--- src/uart_host_fifo_pkg.sv ---
package uart_host_fifo_pkg;

   // ==========================================================
   // Register offsets on the host port
   localparam logic [2:0] OFF_DATA     = 3'h0;
   localparam logic [2:0] OFF_IRQ_EN   = 3'h1;
   localparam logic [2:0] OFF_FIFO_CTL = 3'h2;

   // ==========================================================
   // FIFO control field positions
   localparam int FCTL_EN_BIT    = 0;
   localparam int FCTL_RXCLR_BIT = 1;
   localparam int FCTL_TXCLR_BIT = 2;
   localparam int FCTL_DMA_BIT   = 3;
   localparam int FCTL_TRIG_LSB  = 6;

   // ==========================================================
   // Interrupt enable field positions
   localparam int IRQEN_RXD_BIT = 0;
   localparam int IRQEN_TXE_BIT = 1;
   localparam int IRQEN_LS_BIT  = 2;
   localparam int IRQEN_MS_BIT  = 3;
   localparam int IRQEN_W       = 4;

   // ==========================================================
   // Sizes, trigger levels, timing
   localparam int         FIFO_DEPTH    = 16;
   localparam logic [4:0] FIFO_DEPTH_C  = 5'h10;
   localparam logic [4:0] LEGACY_DEPTH  = 5'h01;
   localparam logic [4:0] TRIG_LVL_0    = 5'h01;
   localparam logic [4:0] TRIG_LVL_1    = 5'h04;
   localparam logic [4:0] TRIG_LVL_2    = 5'h08;
   localparam logic [4:0] TRIG_LVL_3    = 5'h0E;
   localparam logic [2:0] TIMEOUT_CHARS = 3'h4;

   // ==========================================================
   // Reset values
   localparam logic [7:0]         DIV_RST   = 8'h00;
   localparam logic [IRQEN_W-1:0] IRQEN_RST = 4'h0;
   localparam logic [1:0]         TRIG_RST  = 2'h0;

   // ==========================================================
   // Bundles
   typedef struct packed {
      logic [2:0] addr;
      logic [7:0] wdata;
      logic       wr;
      logic       rd;
   } host_req_s;

   typedef struct packed {
      logic       rx_data;
      logic       tx_empty;
      logic       line_status;
      logic       modem_status;
      logic       char_timeout;
   } irq_cause_s;

   typedef enum logic [1:0] {
      RXQ_IDLE = 2'b01,
      RXQ_REQ  = 2'b10
   } rxq_state_e;

endpackage : uart_host_fifo_pkg

--- src/uart_host_fifo_irq_ctrl.sv ---
// Functional notes
// - Two 16-byte FIFOs, active only in FIFO mode
// - DMA select honoured only in FIFO mode
// - Divisor bit clear: data buffers, interrupt enables
// - Divisor bit set: divisor low/high bytes
// - FIFO mode: receive reads pop receive FIFO
// - FIFO mode: transmit writes push transmit FIFO
// - Disabled source gives no indication, no interrupt
// - Modem enable: interrupt on any delta bit
// - Line enable: interrupt on error bit change
// - Transmit enable: interrupt while transmitter empty
// - Receive enable: interrupt on data or timeout
// - Top control bits pick trigger 1/4/8/14
// - FIFO mode off forces non-DMA operation
// - DMA: receive request at trigger, drops when empty
// - DMA: transmit request while any slot free
// - Non-DMA: receive request while data present
// - Non-DMA: transmit request only when empty
// - Transmit clear bit flushes, self-clears
// - Receive clear bit flushes, self-clears
// - Enable bit selects mode; clearing empties FIFOs
// - Other control bits need enable bit set
// - Timeout after four idle character times
`timescale 1ns/1ps

module uart_host_fifo_irq_ctrl (
   // Clock and reset
   input  wire logic                          ref_clk_in,
   input  wire logic                          rst_b_in,
   // Host register port
   input  wire uart_host_fifo_pkg::host_req_s host_req_in,
   input  wire logic                          divisor_access_bit_in,
   output logic [7:0]                         rdata_out,
   // Status from neighbouring blocks
   input  wire logic [3:0]                    line_status_err_in,
   input  wire logic                          line_status_read_in,
   input  wire logic [3:0]                    modem_status_delta_in,
   // Datapump receive side
   input  wire logic                          rx_push_valid_in,
   input  wire logic [7:0]                    rx_push_data_in,
   output logic                               rx_push_ready_out,
   input  wire logic                          char_tick_in,
   // Datapump transmit side
   output logic                               tx_valid_out,
   output logic [7:0]                         tx_data_out,
   input  wire logic                          tx_ready_in,
   // Host side outputs
   output logic                               host_irq_out,
   output uart_host_fifo_pkg::irq_cause_s     irq_pending_out,
   output logic                               fifo_mode_out,
   output logic                               rx_dma_request_out,
   output logic                               tx_dma_request_out,
   output logic [7:0]                         baud_divisor_low_out,
   output logic [7:0]                         baud_divisor_high_out
);
   import uart_host_fifo_pkg::*;
   // ==========================================================
   // Helpers
   function automatic logic [4:0] trig_level(input logic [1:0] sel);
      case (sel)
         2'h0:    trig_level = TRIG_LVL_0;
         2'h1:    trig_level = TRIG_LVL_1;
         2'h2:    trig_level = TRIG_LVL_2;
         default: trig_level = TRIG_LVL_3;
      endcase
   endfunction : trig_level

   function automatic logic [3:0] ptr_inc(input logic [3:0] p);
      ptr_inc = 4'(p + 4'h1);
   endfunction : ptr_inc

   // ==========================================================
   // State
   logic [7:0]       rx_mem_r [FIFO_DEPTH];
   logic [7:0]       tx_mem_r [FIFO_DEPTH];
   logic [3:0]       rx_wp_r, rx_rp_r, tx_wp_r, tx_rp_r;
   logic [4:0]       rx_cnt_r, tx_cnt_r;
   logic             fifo_en_r, dma_sel_r;
   logic [1:0]       trig_sel_r;
   logic [IRQEN_W-1:0] irq_enable_r;
   logic [7:0]       baud_divisor_low_r, baud_divisor_high_r;
   logic [7:0]       rdata_r, rdata_nxt;
   logic [3:0]       ls_prev_r;
   logic             ls_evt_r, ls_evt_nxt;
   logic [2:0]       idle_chars_r, idle_chars_nxt;
   logic             timeout_r, timeout_nxt;
   rxq_state_e       rxq_r, rxq_nxt;

   // ==========================================================
   // Host access decode
   wire logic hit_data  = host_req_in.addr == OFF_DATA;
   wire logic hit_irqen = host_req_in.addr == OFF_IRQ_EN;
   wire logic hit_fctl  = host_req_in.addr == OFF_FIFO_CTL;
   wire logic div_sel   = divisor_access_bit_in;
   wire logic [7:0] wd  = host_req_in.wdata;
   wire logic wr_tx     = host_req_in.wr && hit_data && !div_sel;
   wire logic rd_rx     = host_req_in.rd && hit_data && !div_sel;
   wire logic wr_irqen  = host_req_in.wr && hit_irqen && !div_sel;
   wire logic wr_div_lo = host_req_in.wr && hit_data && div_sel;
   wire logic wr_div_hi = host_req_in.wr && hit_irqen && div_sel;
   wire logic wr_fctl   = host_req_in.wr && hit_fctl;

   // ==========================================================
   // FIFO control decode
   // enable bit gates others
   wire logic fctl_on  = wr_fctl && wd[FCTL_EN_BIT];
   wire logic fctl_off = wr_fctl && !wd[FCTL_EN_BIT];
   wire logic rx_flush = fctl_off || (fctl_on && wd[FCTL_RXCLR_BIT]);
   wire logic tx_flush = fctl_off || (fctl_on && wd[FCTL_TXCLR_BIT]);
   wire logic dma_act  = fifo_en_r && dma_sel_r;
   wire logic [4:0] trig = trig_level(trig_sel_r);

   // ==========================================================
   // Capacity and occupancy
   // one byte in legacy mode
   wire logic [4:0] cap = fifo_en_r ? FIFO_DEPTH_C : LEGACY_DEPTH;
   wire logic rx_empty = rx_cnt_r == 5'h00;
   wire logic tx_empty = tx_cnt_r == 5'h00;
   wire logic rx_full  = rx_cnt_r >= cap;
   wire logic tx_full  = tx_cnt_r >= cap;

   wire logic rx_pop   = rd_rx && !rx_empty && !rx_flush;
   wire logic rx_push  = rx_push_valid_in && !rx_full && !rx_flush;
   wire logic tx_push  = wr_tx && !tx_full && !tx_flush;
   wire logic tx_pop   = tx_ready_in && !tx_empty && !tx_flush;

   // ==========================================================
   // Receive store
   always_ff @(posedge ref_clk_in or negedge rst_b_in) begin
      if (!rst_b_in) begin
         rx_wp_r  <= 4'h0;
         rx_rp_r  <= 4'h0;
         rx_cnt_r <= 5'h00;
      end else if (rx_flush) begin
         rx_wp_r  <= 4'h0;
         rx_rp_r  <= 4'h0;
         rx_cnt_r <= 5'h00;
      end else begin
         if (rx_push) rx_wp_r <= ptr_inc(rx_wp_r);
         if (rx_pop) rx_rp_r <= ptr_inc(rx_rp_r);
         rx_cnt_r <= 5'(rx_cnt_r + {4'h0, rx_push} - {4'h0, rx_pop});
      end
   end

   always_ff @(posedge ref_clk_in) begin
      if (rx_push) rx_mem_r[rx_wp_r] <= rx_push_data_in;
      if (tx_push) tx_mem_r[tx_wp_r] <= wd;
   end

   // ==========================================================
   // Transmit store
   always_ff @(posedge ref_clk_in or negedge rst_b_in) begin
      if (!rst_b_in) begin
         tx_wp_r  <= 4'h0;
         tx_rp_r  <= 4'h0;
         tx_cnt_r <= 5'h00;
      end else if (tx_flush) begin
         tx_wp_r  <= 4'h0;
         tx_rp_r  <= 4'h0;
         tx_cnt_r <= 5'h00;
      end else begin
         if (tx_push) tx_wp_r <= ptr_inc(tx_wp_r);
         if (tx_pop) tx_rp_r <= ptr_inc(tx_rp_r);
         tx_cnt_r <= 5'(tx_cnt_r + {4'h0, tx_push} - {4'h0, tx_pop});
      end
   end

   // ==========================================================
   // Control registers
   always_ff @(posedge ref_clk_in or negedge rst_b_in) begin
      if (!rst_b_in) begin
         fifo_en_r           <= 1'b0;
         dma_sel_r           <= 1'b0;
         trig_sel_r          <= TRIG_RST;
         irq_enable_r        <= IRQEN_RST;
         baud_divisor_low_r  <= DIV_RST;
         baud_divisor_high_r <= DIV_RST;
      end else begin
         if (wr_fctl) fifo_en_r <= wd[FCTL_EN_BIT];
         if (fctl_on) begin
            dma_sel_r  <= wd[FCTL_DMA_BIT];
            trig_sel_r <= wd[FCTL_TRIG_LSB +: 2];
         end
         if (wr_irqen) irq_enable_r <= wd[IRQEN_W-1:0];
         if (wr_div_lo) baud_divisor_low_r <= wd;
         if (wr_div_hi) baud_divisor_high_r <= wd;
      end
   end

   // ==========================================================
   // Read data
   always_comb begin
      rdata_nxt = rdata_r;
      if (host_req_in.rd) begin
         rdata_nxt = 8'h00;
         if (hit_data && div_sel) rdata_nxt = baud_divisor_low_r;
         else if (hit_data) rdata_nxt = rx_mem_r[rx_rp_r];
         else if (hit_irqen && div_sel) rdata_nxt = baud_divisor_high_r;
         else if (hit_irqen) rdata_nxt = {4'h0, irq_enable_r};
      end
   end

   always_ff @(posedge ref_clk_in or negedge rst_b_in) begin
      if (!rst_b_in) rdata_r <= 8'h00;
      else rdata_r <= rdata_nxt;
   end

   // ==========================================================
   // Line status change tracking
   // change of error bits
   wire logic ls_change = ls_prev_r != line_status_err_in;
   assign ls_evt_nxt = ls_change || (ls_evt_r && !line_status_read_in);

   always_ff @(posedge ref_clk_in or negedge rst_b_in) begin
      if (!rst_b_in) begin
         ls_prev_r <= 4'h0;
         ls_evt_r  <= 1'b0;
      end else begin
         ls_prev_r <= line_status_err_in;
         ls_evt_r  <= ls_evt_nxt;
      end
   end

   // ==========================================================
   // Character timeout
   // four idle character times
   wire logic rx_move = rx_push || rx_pop || rx_flush;
   always_comb begin
      idle_chars_nxt = idle_chars_r;
      timeout_nxt    = timeout_r;
      if (rx_move || rx_empty || !fifo_en_r) begin
         idle_chars_nxt = 3'h0;
         timeout_nxt    = 1'b0;
      end else if (char_tick_in && idle_chars_r != TIMEOUT_CHARS) begin
         idle_chars_nxt = 3'(idle_chars_r + 3'h1);
         timeout_nxt    = 3'(idle_chars_r + 3'h1) == TIMEOUT_CHARS;
      end
   end

   always_ff @(posedge ref_clk_in or negedge rst_b_in) begin
      if (!rst_b_in) begin
         idle_chars_r <= 3'h0;
         timeout_r    <= 1'b0;
      end else begin
         idle_chars_r <= idle_chars_nxt;
         timeout_r    <= timeout_nxt;
      end
   end

   // ==========================================================
   // Interrupt sources
   irq_cause_s cause;
   assign cause.rx_data      = !rx_empty && irq_enable_r[IRQEN_RXD_BIT];
   assign cause.char_timeout = timeout_r && irq_enable_r[IRQEN_RXD_BIT];
   assign cause.tx_empty     = tx_empty && irq_enable_r[IRQEN_TXE_BIT];
   assign cause.line_status  = ls_evt_r && irq_enable_r[IRQEN_LS_BIT];
   assign cause.modem_status = |modem_status_delta_in
                               && irq_enable_r[IRQEN_MS_BIT];
   assign irq_pending_out = cause;
   assign host_irq_out    = |cause;

   // ==========================================================
   // Receive request state
   wire logic rx_at_trig = rx_cnt_r >= trig;
   always_comb begin
      case (rxq_r)
         RXQ_IDLE: rxq_nxt = (rx_at_trig || timeout_r) ? RXQ_REQ
                                                       : RXQ_IDLE;
         RXQ_REQ:  rxq_nxt = rx_empty ? RXQ_IDLE : RXQ_REQ;
         default:  rxq_nxt = RXQ_IDLE;
      endcase
   end

   always_ff @(posedge ref_clk_in or negedge rst_b_in) begin
      if (!rst_b_in) rxq_r <= RXQ_IDLE;
      else rxq_r <= rxq_nxt;
   end

   // ==========================================================
   // Request outputs
   // receive request by mode
   wire logic rx_dma_lvl = !rx_empty
                           && (rxq_r == RXQ_REQ || rx_at_trig || timeout_r);
   assign rx_dma_request_out = dma_act ? rx_dma_lvl : !rx_empty;
   assign tx_dma_request_out = dma_act ? !tx_full : tx_empty;

   assign rdata_out             = rdata_r;
   assign rx_push_ready_out     = !rx_full;
   assign tx_valid_out          = !tx_empty;
   assign tx_data_out           = tx_mem_r[tx_rp_r];
   assign fifo_mode_out         = fifo_en_r;
   assign baud_divisor_low_out  = baud_divisor_low_r;
   assign baud_divisor_high_out = baud_divisor_high_r;
endmodule : uart_host_fifo_irq_ctrl

--- config.mk ---
export PLATFORM = sky130hd
export DESIGN_NAME = uart_host_fifo_irq_ctrl
export DESIGN_NICKNAME = d
export VERILOG_FILES = /design/src/uart_host_fifo_pkg.sv /design/src/uart_host_fifo_irq_ctrl.sv
export SDC_FILE = /design/constraint.sdc
export NUM_CORES = 1
export LEC_CHECK = 0
export CORE_AREA = 5 5 192 194
export CTS_CLUSTER_DIAMETER = 40
export DETAILED_ROUTE_END_ITERATION = 12
export DIE_AREA = 0 0 197 199
export DONT_BUFFER_PORTS = 1
export PLACE_DENSITY = 0.56
export SLEW_MARGIN = 25
export SYNTH_ARGS = -nofsm -noshare
export SYNTH_HDL_FRONTEND = slang
export SYNTH_SLANG_ARGS = --single-unit
--- constraint.sdc ---
create_clock -name ref_clk_in -period 5.3 [get_ports ref_clk_in]
set_input_delay 1.325 -clock ref_clk_in [delete_from_list [all_inputs] [get_ports ref_clk_in]]
set_output_delay 1.325 -clock ref_clk_in [all_outputs]
set_load 0.01 [all_outputs]
==> results of run 1 <==
[metrics by stage]
step	util	setup WS, ps	area [µm²]	hold WS, ps	power, mW
finish	0.453	1140	15900	468	8.06
detailed placement	0.409	1210	14300	455	5.16
global placement	0.409	1280	14300	459	5.16
global route	0.453	940	15900	463	8.51
floorplan	-	1440	13800	431	4.68
CTS	0.453	1030	15900	457	8.19
[layout make-up]
class	instances	area (µm²)	area share
repair buffers	10	75.1	0.00473
well taps	461	577	0.0363
clock inverters	34	293	0.0184
multi-input cells	406	4100	0.259
flip-flops and latches	325	9420	0.594
clock buffers	53	1240	0.0782
inverters	43	161	0.0102
[cell families after synthesis]
logic type	count (synthesis)	share of synthesized area
AOI/OAI and AO/OA	69	0.0349
buffers and inverters	77	0.0238
xor gates and xnor gates	18	0.0114
and+or+nand+nor	169	0.0635
muxes	108	0.147
adders and majority gates	42	0.0391
DFF	325	0.680
[cells in the final DEF, fill, tap and decap left out, types with 5 or more instances in the layout]
master	count
sky130_fd_sc_hd__xor2_1	7
sky130_fd_sc_hd__and3_1	23
sky130_fd_sc_hd__clkbuf_16	49
sky130_fd_sc_hd__buf_4	10
sky130_fd_sc_hd__edfxtp_1	256
sky130_fd_sc_hd__a22oi_1	5
sky130_fd_sc_hd__mux4_2	74
sky130_fd_sc_hd__clkinv_2	9
sky130_fd_sc_hd__clkinv_4	6
sky130_fd_sc_hd__a211oi_1	8
sky130_fd_sc_hd__inv_6	9
sky130_fd_sc_hd__nand3_1	7
sky130_fd_sc_hd__nand4_1	5
sky130_fd_sc_hd__o2111ai_1	5
sky130_fd_sc_hd__nor2_1	48
sky130_fd_sc_hd__nand2_1	27
sky130_fd_sc_hd__nor3_1	12
sky130_fd_sc_hd__mux2i_1	12
sky130_fd_sc_hd__a21oi_1	15
sky130_fd_sc_hd__nand2b_1	13
sky130_fd_sc_hd__o31ai_1	5
sky130_fd_sc_hd__mux2_2	22
sky130_fd_sc_hd__nor2b_1	6
sky130_fd_sc_hd__and2_1	9
sky130_fd_sc_hd__dfrtp_1	65
sky130_fd_sc_hd__inv_1	43
sky130_fd_sc_hd__o21ai_0	11
sky130_fd_sc_hd__ha_1	40
sky130_fd_sc_hd__xnor2_1	11
[worst max-delay path: cells and delay by family (launching register included)]
| kind | cells | cell delay, ps |
|---|---|---|
| buffers and inverters | 1 | 420 |
| multiplexers | 2 | 1100 |
| flip-flops | 1 | 770 |
[sequential cells by signal (all words and copies together) (netlist names), 5 cells and up]
signal and count:
rx_mem_r 128, tx_mem_r 128, baud_divisor_low_out 8, rdata_out 8, rx_cnt_r 5, baud_divisor_high_out 8
tx_cnt_r 5
[worst max path at each step]
stage	from	slack [ps]	end	cells past startpoint
2_1_floorplan	host_req_in[11]	1440	rx_cnt_r[4]	14
3_3_place_gp	host_req_in[11]	1280	tx_cnt_r[4]	14
3_5_place_dp	host_req_in[11]	1210	tx_cnt_r[4]	14
4_1_cts	tx_rp_r[0]	1030	tx_data_out[6]	3
5_1_grt	tx_rp_r[0]	940	tx_data_out[6]	3
6_report	tx_rp_r[0]	1140	tx_data_out[6]	3
[power by group through the flow]
stage	Sequential, mW	Clock [mW]	Combinational, mW
after floorplan	3.15	0	1.53
after global placement	3.38	0	1.78
after detailed placement	3.38	0	1.79
after CTS	3.33	3.06	1.80
after global routing	3.36	3.19	1.97
final	3.31	2.99	1.76
[routing by layer]
layer  part of all wire  vias up  GRT usage
met3              0.040       53     0.0330
met5                  0        -          0
met4              0.023        0     0.0442
met1               0.41     3543      0.193
met2               0.53      126      0.284
li1                   -     3216          -
==> results.rst, run 1 <==
.. list-table::
   :header-rows: 1

   * - Metric
     - Value
   * - Mapped Area
     - 0.0138 mm²
   * - Largest cells by area after synthesis
     - sky130_fd_sc_hd__edfxtp_1 56%, sky130_fd_sc_hd__dfrtp_1 12%, sky130_fd_sc_hd__mux4_2 12%
   * - Type of the worst min-delay path
     - register to register
   * - Min Tclk post-route
     - 4160 ps
   * - Global-route wire length before repair
     - 46700 µm
   * - Via density per instance
     - 5.21
   * - Worst r2r path cells
     - 16
   * - Type of the worst setup path
     - register to output port
   * - Switching power
     - 2.36 mW
   * - Critical path data required time
     - 3970 ps
   * - Top-Level Pins
     - 79
   * - Layout Nets
     - 911
   * - Starting utilization of the core area
     - 0.395
   * - Post-DP HPWL
     - 20800 µm
   * - Static leakage
     - 5.58 nW
   * - Fraction of power spent switching nets
     - 0.293
   * - CTS sink count
     - 325
   * - Antenna violations before repair
     - 1
   * - Unrepaired setup endpoints after global routing
     - false
   * - Fillers
     - 3086
   * - Post-synth top flop
     - sky130_fd_sc_hd__edfxtp_1
   * - Yosys warning count
     - 0
   * - Crit-path max cell delay
     - 770 ps
   * - Number of hold violations in the final report
     - 0
   * - Ordered list of cells on the worst path
     - buf_4 -> mux4_2 -> mux4_2
   * - Clock power frac
     - 0.371
   * - Skew final
     - 14.2 ps
   * - Combinational Power Share
     - 0.219
   * - Y dimension of the die
     - 199 µm
   * - Final setup TNS
     - 0 ps
   * - Signal arrival time at the worst endpoint
     - 2830 ps
   * - Length of the first detailed-routing pass in iterations
     - 4
   * - Post-synth net total
     - 886
   * - Syn_area_per_cell
     - 17.1 µm²
   * - Endpoint of the lowest-slack register-to-register path
     - tx_cnt_r[4]
   * - Highest ir drop seen on vdd
     - 0.240 mV
   * - Number of enable flip-flop cells after synthesis
     - 256
   * - Clk slew on worst S/H paths
     - 50 ps
   * - CP Launch Type
     - register
   * - Global-route total usage across every layer
     - 0.158
   * - Core region area
     - 0.0351 mm²
   * - Total via count in the routed design
     - 6938
   * - Largest net degree at the start of global routing
     - 70
   * - Maximum frequency from static timing analysis
     - 240 MHz
   * - Final cell count without fillers
     - 1332
   * - Top-count cell post-synth
     - sky130_fd_sc_hd__edfxtp_1
   * - End of the worst hold path
     - tx_wp_r[2]
   * - Relative slew slack
     - 0.370
   * - Cell total after placement
     - 1245
   * - Hold path start
     - tx_wp_r[2]
   * - Number of clock buffers inserted by TritonCTS
     - 47
   * - Post-synthesis cell type with the largest combined area
     - sky130_fd_sc_hd__edfxtp_1
   * - Area growth from synthesis to final layout
     - 14.7%
   * - Post-synthesis register bit count
     - 325
   * - Count of maximum capacitance violations
     - 0
   * - Post-Syn Instances
     - 808
   * - Number of design rule violations left after detail routing
     - 0
   * - Via count of the first global-routing pass
     - 7321
   * - Cell internal power dissipation
     - 5.70 mW
   * - Share of the clock period used by the worst path after layout
     - 0.785
   * - Count of H-tree levels built during CTS
     - 2
   * - Total setup buffers inserted after CTS
     - 0
   * - Count of antenna diodes in the layout
     - 0
   * - Power density relative to cell area
     - 508 mW/mm²
   * - Number of pins exceeding their max-slew limit in the final report
     - 0
   * - Die Footprint
     - 0.0392 mm²
   * - Standard-cell row count
     - 69
   * - Netlist cell types
     - 56
   * - Top cells by instance count after synthesis
     - 256 x sky130_fd_sc_hd__edfxtp_1, 74 x sky130_fd_sc_hd__mux4_2, 68 x sky130_fd_sc_hd__dfrtp_1, 48 x sky130_fd_sc_hd__nor2_1, 43 x sky130_fd_sc_hd__inv_1
   * - Library cell used as clock root buffer
     - sky130_fd_sc_hd__clkbuf_16
   * - Largest driver fanout on the critical path
     - 19
   * - Total overflow reported by the global router
     - 0
   * - Horiz. Die Dim
     - 197 µm
   * - Run status
     - finished clean
   * - Maximum buffer depth of the clock tree
     - 3
   * - Hold-fix buffers at CTS
     - 0
   * - Number of routed nets with antenna violations
     - 0
   * - CP dominant cell by count
     - sky130_fd_sc_hd__mux4_2
   * - Sequential share of power
     - 0.411
   * - Initial detailed-routing violation count
     - 437
   * - Critical path endpoint category
     - output port
   * - Worst Hold Path Cells
     - 1
   * - PostCTS Resize Cnt
     - 0
   * - Later-pin clock latency in the skew report
     - 540 ps
   * - Origin of the critical flop-to-flop path
     - fifo_mode_out
   * - Final wirelength
     - 30400 µm
   * - Proportion of register bits with asynchronous set or reset after synthesis
     - 0.212
   * - Routability Congestion
     - 0.781
   * - Share of cells above drive strength 1
     - 0.225
   * - Slowest-stage cell, CP
     - sky130_fd_sc_hd__dfrtp_2
   * - Top-area cell type share of the netlist area
     - 0.556
   * - TritonCTS clock tree
     - done
   * - Slew at the pin closest to its max-slew limit
     - 944 ps
   * - Port buffer count
     - 0
   * - Routed len/inst
     - 22.8 µm
   * - Final setup violation count
     - 0
   * - Sequential fraction of the synthesis area
     - 0.680
   * - Slack of the worst reg-to-reg path
     - 1680 ps
Note: power is estimated with default switching activity, not from simulation.
==> run 2: changes to the inputs <==
--- a/config.mk
+++ b/config.mk
@@ -5,10 +5,11 @@
 export SDC_FILE = /design/constraint.sdc
 export NUM_CORES = 1
 export LEC_CHECK = 0
-export CORE_AREA = 5 5 192 194
+export ABC_AREA = 1
+export CORE_AREA = 5 5 197 199
 export CTS_CLUSTER_DIAMETER = 40
 export DETAILED_ROUTE_END_ITERATION = 12
-export DIE_AREA = 0 0 197 199
+export DIE_AREA = 0 0 202 204
 export DONT_BUFFER_PORTS = 1
 export PLACE_DENSITY = 0.56
 export SLEW_MARGIN = 25
==> constraint.sdc (replaced) <==
create_clock -name ref_clk_in -period 4.19 [get_ports ref_clk_in]
set_input_delay 1.0475 -clock ref_clk_in [delete_from_list [all_inputs] [get_ports ref_clk_in]]
set_output_delay 1.0475 -clock ref_clk_in [all_outputs]
set_load 0.01 [all_outputs]
==> run 2 against run 1 <==
Net effect:
- sequential power grew 23%
- largest power group unchanged
- clock skew grew 14 ps
- count of clock-buffer cells in the layout grew 1
- largest cell class unchanged
- critical path type unchanged
- setup slack lost 510 ps
==> results.rst, run 2 <==
.. list-table::
   :header-rows: 1

   * - Metric
     - Value
   * - Run status
     - finished clean (unchanged)
   * - Post-synthesis register bit count
     - 325 (unchanged)
   * - Number of routed nets with antenna violations
     - 0 (unchanged)
   * - Layout Nets
     - 1461 (was 911)
   * - Relative slew slack
     - 0.314 (was 0.370)
   * - Skew final
     - 28.0 ps (was 14.2 ps)
   * - Post-DP HPWL
     - 22600 µm (was 20800 µm)
   * - Final wirelength
     - 34900 µm (was 30400 µm)
   * - Horiz. Die Dim
     - 202 µm (was 197 µm)
   * - Crit-path max cell delay
     - 400 ps (was 770 ps)
   * - Commonest cells after routing, fill and taps aside
     - 267 x sky130_fd_sc_hd__nand2_1, 256 x sky130_fd_sc_hd__edfxtp_1, 161 x sky130_fd_sc_hd__nor2_1, 139 x sky130_fd_sc_hd__inv_1, 114 x sky130_fd_sc_hd__o21ai_0 (was 256 x sky130_fd_sc_hd__edfxtp_1, 74 x sky130_fd_sc_hd__mux4_2, 65 x sky130_fd_sc_hd__dfrtp_1, 49 x sky130_fd_sc_hd__clkbuf_16, 48 x sky130_fd_sc_hd__nor2_1)
   * - Global-route wire length before repair
     - 55000 µm (was 46700 µm)
   * - TritonCTS clock tree
     - done (unchanged)
   * - Origin of the critical flop-to-flop path
     - fifo_mode_out (unchanged)
   * - Later-pin clock latency in the skew report
     - 550 ps (was 540 ps)
   * - Number of clock buffers inserted by TritonCTS
     - 44 (was 47)
   * - Worst r2r path cells
     - 16 (unchanged)
   * - Total setup buffers inserted after CTS
     - 0 (unchanged)
   * - Ordered list of cells on the worst path
     - inv_2 -> buf_4 -> nor2_1 -> nor2_1 -> o21ai_0 -> o21ai_0 -> o211ai_1 -> nand2_1 (was buf_4 -> mux4_2 -> mux4_2)
   * - Sequential fraction of the synthesis area
     - 0.652 (was 0.680)
   * - Global-route total usage across every layer
     - 0.169 (was 0.158)
   * - Mapped Area
     - 0.0145 mm² (was 0.0138 mm²)
   * - Largest driver fanout on the critical path
     - 27 (was 19)
   * - Fillers
     - 3403 (was 3086)
   * - Length of the first detailed-routing pass in iterations
     - 5 (was 4)
   * - Post-synthesis cell type with the largest combined area
     - sky130_fd_sc_hd__edfxtp_1 (unchanged)
   * - Worst slack on hold paths
     - 212 ps (was 468 ps)
   * - CP Launch Type
     - register (unchanged)
   * - Area growth from synthesis to final layout
     - 14.6% (was 14.7%)
   * - Static leakage
     - 6.58 nW (was 5.58 nW)
   * - Endpoint of the lowest-slack register-to-register path
     - tx_cnt_r[4] (unchanged)
   * - Number of enable flip-flop cells after synthesis
     - 256 (unchanged)
   * - Critical path data required time
     - 3140 ps (was 3970 ps)
   * - PostCTS Resize Cnt
     - 0 (unchanged)
   * - Highest ir drop seen on vdd
     - 0.347 mV (was 0.240 mV)
   * - Slew at the pin closest to its max-slew limit
     - 1030 ps (was 944 ps)
   * - Top-count cell post-synth
     - sky130_fd_sc_hd__nand2_1 (was sky130_fd_sc_hd__edfxtp_1)
   * - Signal arrival time at the worst endpoint
     - 2510 ps (was 2830 ps)
   * - Syn_area_per_cell
     - 10.6 µm² (was 17.1 µm²)
   * - Number of hold violations in the final report
     - 0 (unchanged)
   * - Slowest-stage cell, CP
     - sky130_fd_sc_hd__dfrtp_2 (unchanged)
   * - Antenna violations before repair
     - 0 (was 1)
   * - Share of the clock period used by the worst path after layout
     - 0.848
   * - Origin of the worst setup path
     - tx_rp_r[0] (unchanged)
   * - Total overflow reported by the global router
     - 0 (unchanged)
   * - Initial detailed-routing violation count
     - 643 (was 437)
   * - Count of maximum capacitance violations
     - 0 (unchanged)
   * - Share of cells above drive strength 1
     - 0.0895 (was 0.225)
   * - Tot Pwr
     - 10.6 mW (was 8.06 mW)
   * - Final setup violation count
     - 0 (unchanged)
   * - Post-synth net total
     - 1438 (was 886)
   * - Maximum buffer depth of the clock tree
     - 3 (unchanged)
   * - Yosys warning count
     - 0 (unchanged)
   * - Slack of the worst reg-to-reg path
     - 740 ps (was 1680 ps)
   * - Routed len/inst
     - 18.4 µm (was 22.8 µm)
   * - Total via count in the routed design
     - 9533 (was 6938)
   * - Post-Syn Instances
     - 1360 (was 808)
   * - Power density relative to cell area
     - 642 mW/mm² (was 508 mW/mm²)
   * - Top-area cell type share of the netlist area
     - 0.532 (was 0.556)
   * - Standard-cell row count
     - 71 (was 69)
   * - Count of antenna diodes in the layout
     - 0 (unchanged)
   * - Largest net degree at the start of global routing
     - 79 (was 70)
   * - Final setup TNS
     - 0 ps (unchanged)
   * - Largest cells by area after synthesis
     - sky130_fd_sc_hd__edfxtp_1 53%, sky130_fd_sc_hd__dfrtp_1 12%, sky130_fd_sc_hd__nand2_1 6.9% (was sky130_fd_sc_hd__edfxtp_1 56%, sky130_fd_sc_hd__dfrtp_1 12%, sky130_fd_sc_hd__mux4_2 12%)
   * - Post-synth top flop
     - sky130_fd_sc_hd__edfxtp_1 (unchanged)
   * - Count of H-tree levels built during CTS
     - 2 (unchanged)
   * - Min Tclk post-route
     - 3550 ps
   * - Port buffer count
     - 0 (unchanged)
   * - Type of the worst min-delay path
     - primary input to asynchronous set/reset pin (was register to register)
   * - Registers with the most flip-flops
     - rx_mem_r x128, tx_mem_r x128 (unchanged)
   * - Most frequent standard cell in the layout excluding fill and tap cells
     - sky130_fd_sc_hd__nand2_1 (was sky130_fd_sc_hd__edfxtp_1)
   * - Netlist cell types
     - 36 (was 56)
   * - Y dimension of the die
     - 204 µm (was 199 µm)
   * - Routability Congestion
     - 0.858 (was 0.781)
   * - Top cells by instance count after synthesis
     - 267 x sky130_fd_sc_hd__nand2_1, 256 x sky130_fd_sc_hd__edfxtp_1, 161 x sky130_fd_sc_hd__nor2_1, 140 x sky130_fd_sc_hd__inv_1, 114 x sky130_fd_sc_hd__o21ai_0 (was 256 x sky130_fd_sc_hd__edfxtp_1, 74 x sky130_fd_sc_hd__mux4_2, 68 x sky130_fd_sc_hd__dfrtp_1, 48 x sky130_fd_sc_hd__nor2_1, 43 x sky130_fd_sc_hd__inv_1)
   * - Clk slew on worst S/H paths
     - 60 ps (was 50 ps)
   * - Via count of the first global-routing pass
     - 9622 (was 7321)
   * - Type of the worst setup path
     - register to output port (unchanged)
   * - Proportion of register bits with asynchronous set or reset after synthesis
     - 0.212 (unchanged)
   * - Capturing instance or port of the critical path
     - tx_data_out[0] (was tx_data_out[6])
   * - Core region area
     - 0.0370 mm² (was 0.0351 mm²)
   * - Hold-fix buffers at CTS
     - 0 (unchanged)
   * - Number of pins exceeding their max-slew limit in the final report
     - 0 (unchanged)
   * - Library cell used as clock root buffer
     - sky130_fd_sc_hd__clkbuf_16 (unchanged)
   * - Number of design rule violations left after detail routing
     - 0 (unchanged)
   * - CTS sink count
     - 325 (unchanged)
   * - Die Footprint
     - 0.0412 mm² (was 0.0392 mm²)
   * - Starting utilization of the core area
     - 0.390 (was 0.395)
   * - Core Util, Final
     - 0.447 (was 0.453)
   * - Top-Level Pins
     - 79 (unchanged)
   * - Critical path endpoint category
     - output port (unchanged)
   * - Unrepaired setup endpoints after global routing
     - false (unchanged)
   * - Maximum frequency from static timing analysis
     - 281 MHz
   * - Via density per instance
     - 5.04 (was 5.21)
run 2: power breakdown:
part | total, mW | internal, mW | switching [mW]
Clock | 3.81 | 2.38 | 1.43
Sequential | 4.06 | 3.76 | 0.300
Combinational | 2.76 | 0.884 | 1.87
Total | 10.6 | 7.03 | 3.60
run 2: layout make-up:
class	instances	area, µm²	area share
well taps	474	593	0.0358
repair buffers	30	225	0.0136
inverters	149	564	0.0341
multi-input cells	833	4240	0.256
clock buffers	54	1200	0.0725
clock inverters	28	322	0.0194
flip-flops and latches	325	9420	0.569
run 2: metrics by stage:
stage / worst slack [ps] / instance area, µm² / instances
after CTS: 602 / 16600 / 1893
after floorplan: 625 / 14500 / 1360
after detailed placement: 611 / 15000 / 1811
final: 636 / 16600 / 1893
after global placement: 628 / 15000 / 1811
after global routing: 391 / 16600 / 1893
run 2: per-layer routing:
layer,share of wire,up-vias,global-route usage,wire length (µm)
met5,0,-,0,0
met2,0.48,190,0.284,16800
met4,0.026,0,0.0496,916
met1,0.43,4610,0.219,15100
met3,0.061,63,0.0417,2130
li1,-,4670,-,-
run 2: worst max-delay path, delay by kind of cell (launching register included):
kind                   cells  cell delay, ps
AOI/OAI and AO/OA          3             430
buffers and inverters      2             780
DFF                        1             400
and+or+nand+nor            3             340
run 2: kinds of logic (layout without fill, tap and decap cells):
family                   Yosys count  after routing  share of synthesized area
buffers and inverters            202            261                     0.0553
flip-flops                       325            325                      0.652
multiplexers                       2              2                    0.00156
adder cells (fa/ha/maj)           42             42                     0.0374
XOR/XNOR                          15             15                    0.00909
AO/OA/AOI/OAI                    203            203                     0.0784
AND/OR/NAND/NOR                  571            571                      0.167
run 2: how the worst min path moves through the flow:
stage	startpoint	endpoint	slack [ps]	cells past startpoint
after floorplan	irq_enable_r[1]	irq_enable_r[1]	450	2
after global placement	irq_enable_r[1]	irq_enable_r[1]	470	2
after detailed placement	irq_enable_r[1]	irq_enable_r[1]	470	2
after CTS	rst_b_in	baud_divisor_low_out[5]	180	0
after global routing	rst_b_in	tx_rp_r[0]	190	0
final	rst_b_in	rdata_out[5]	210	0
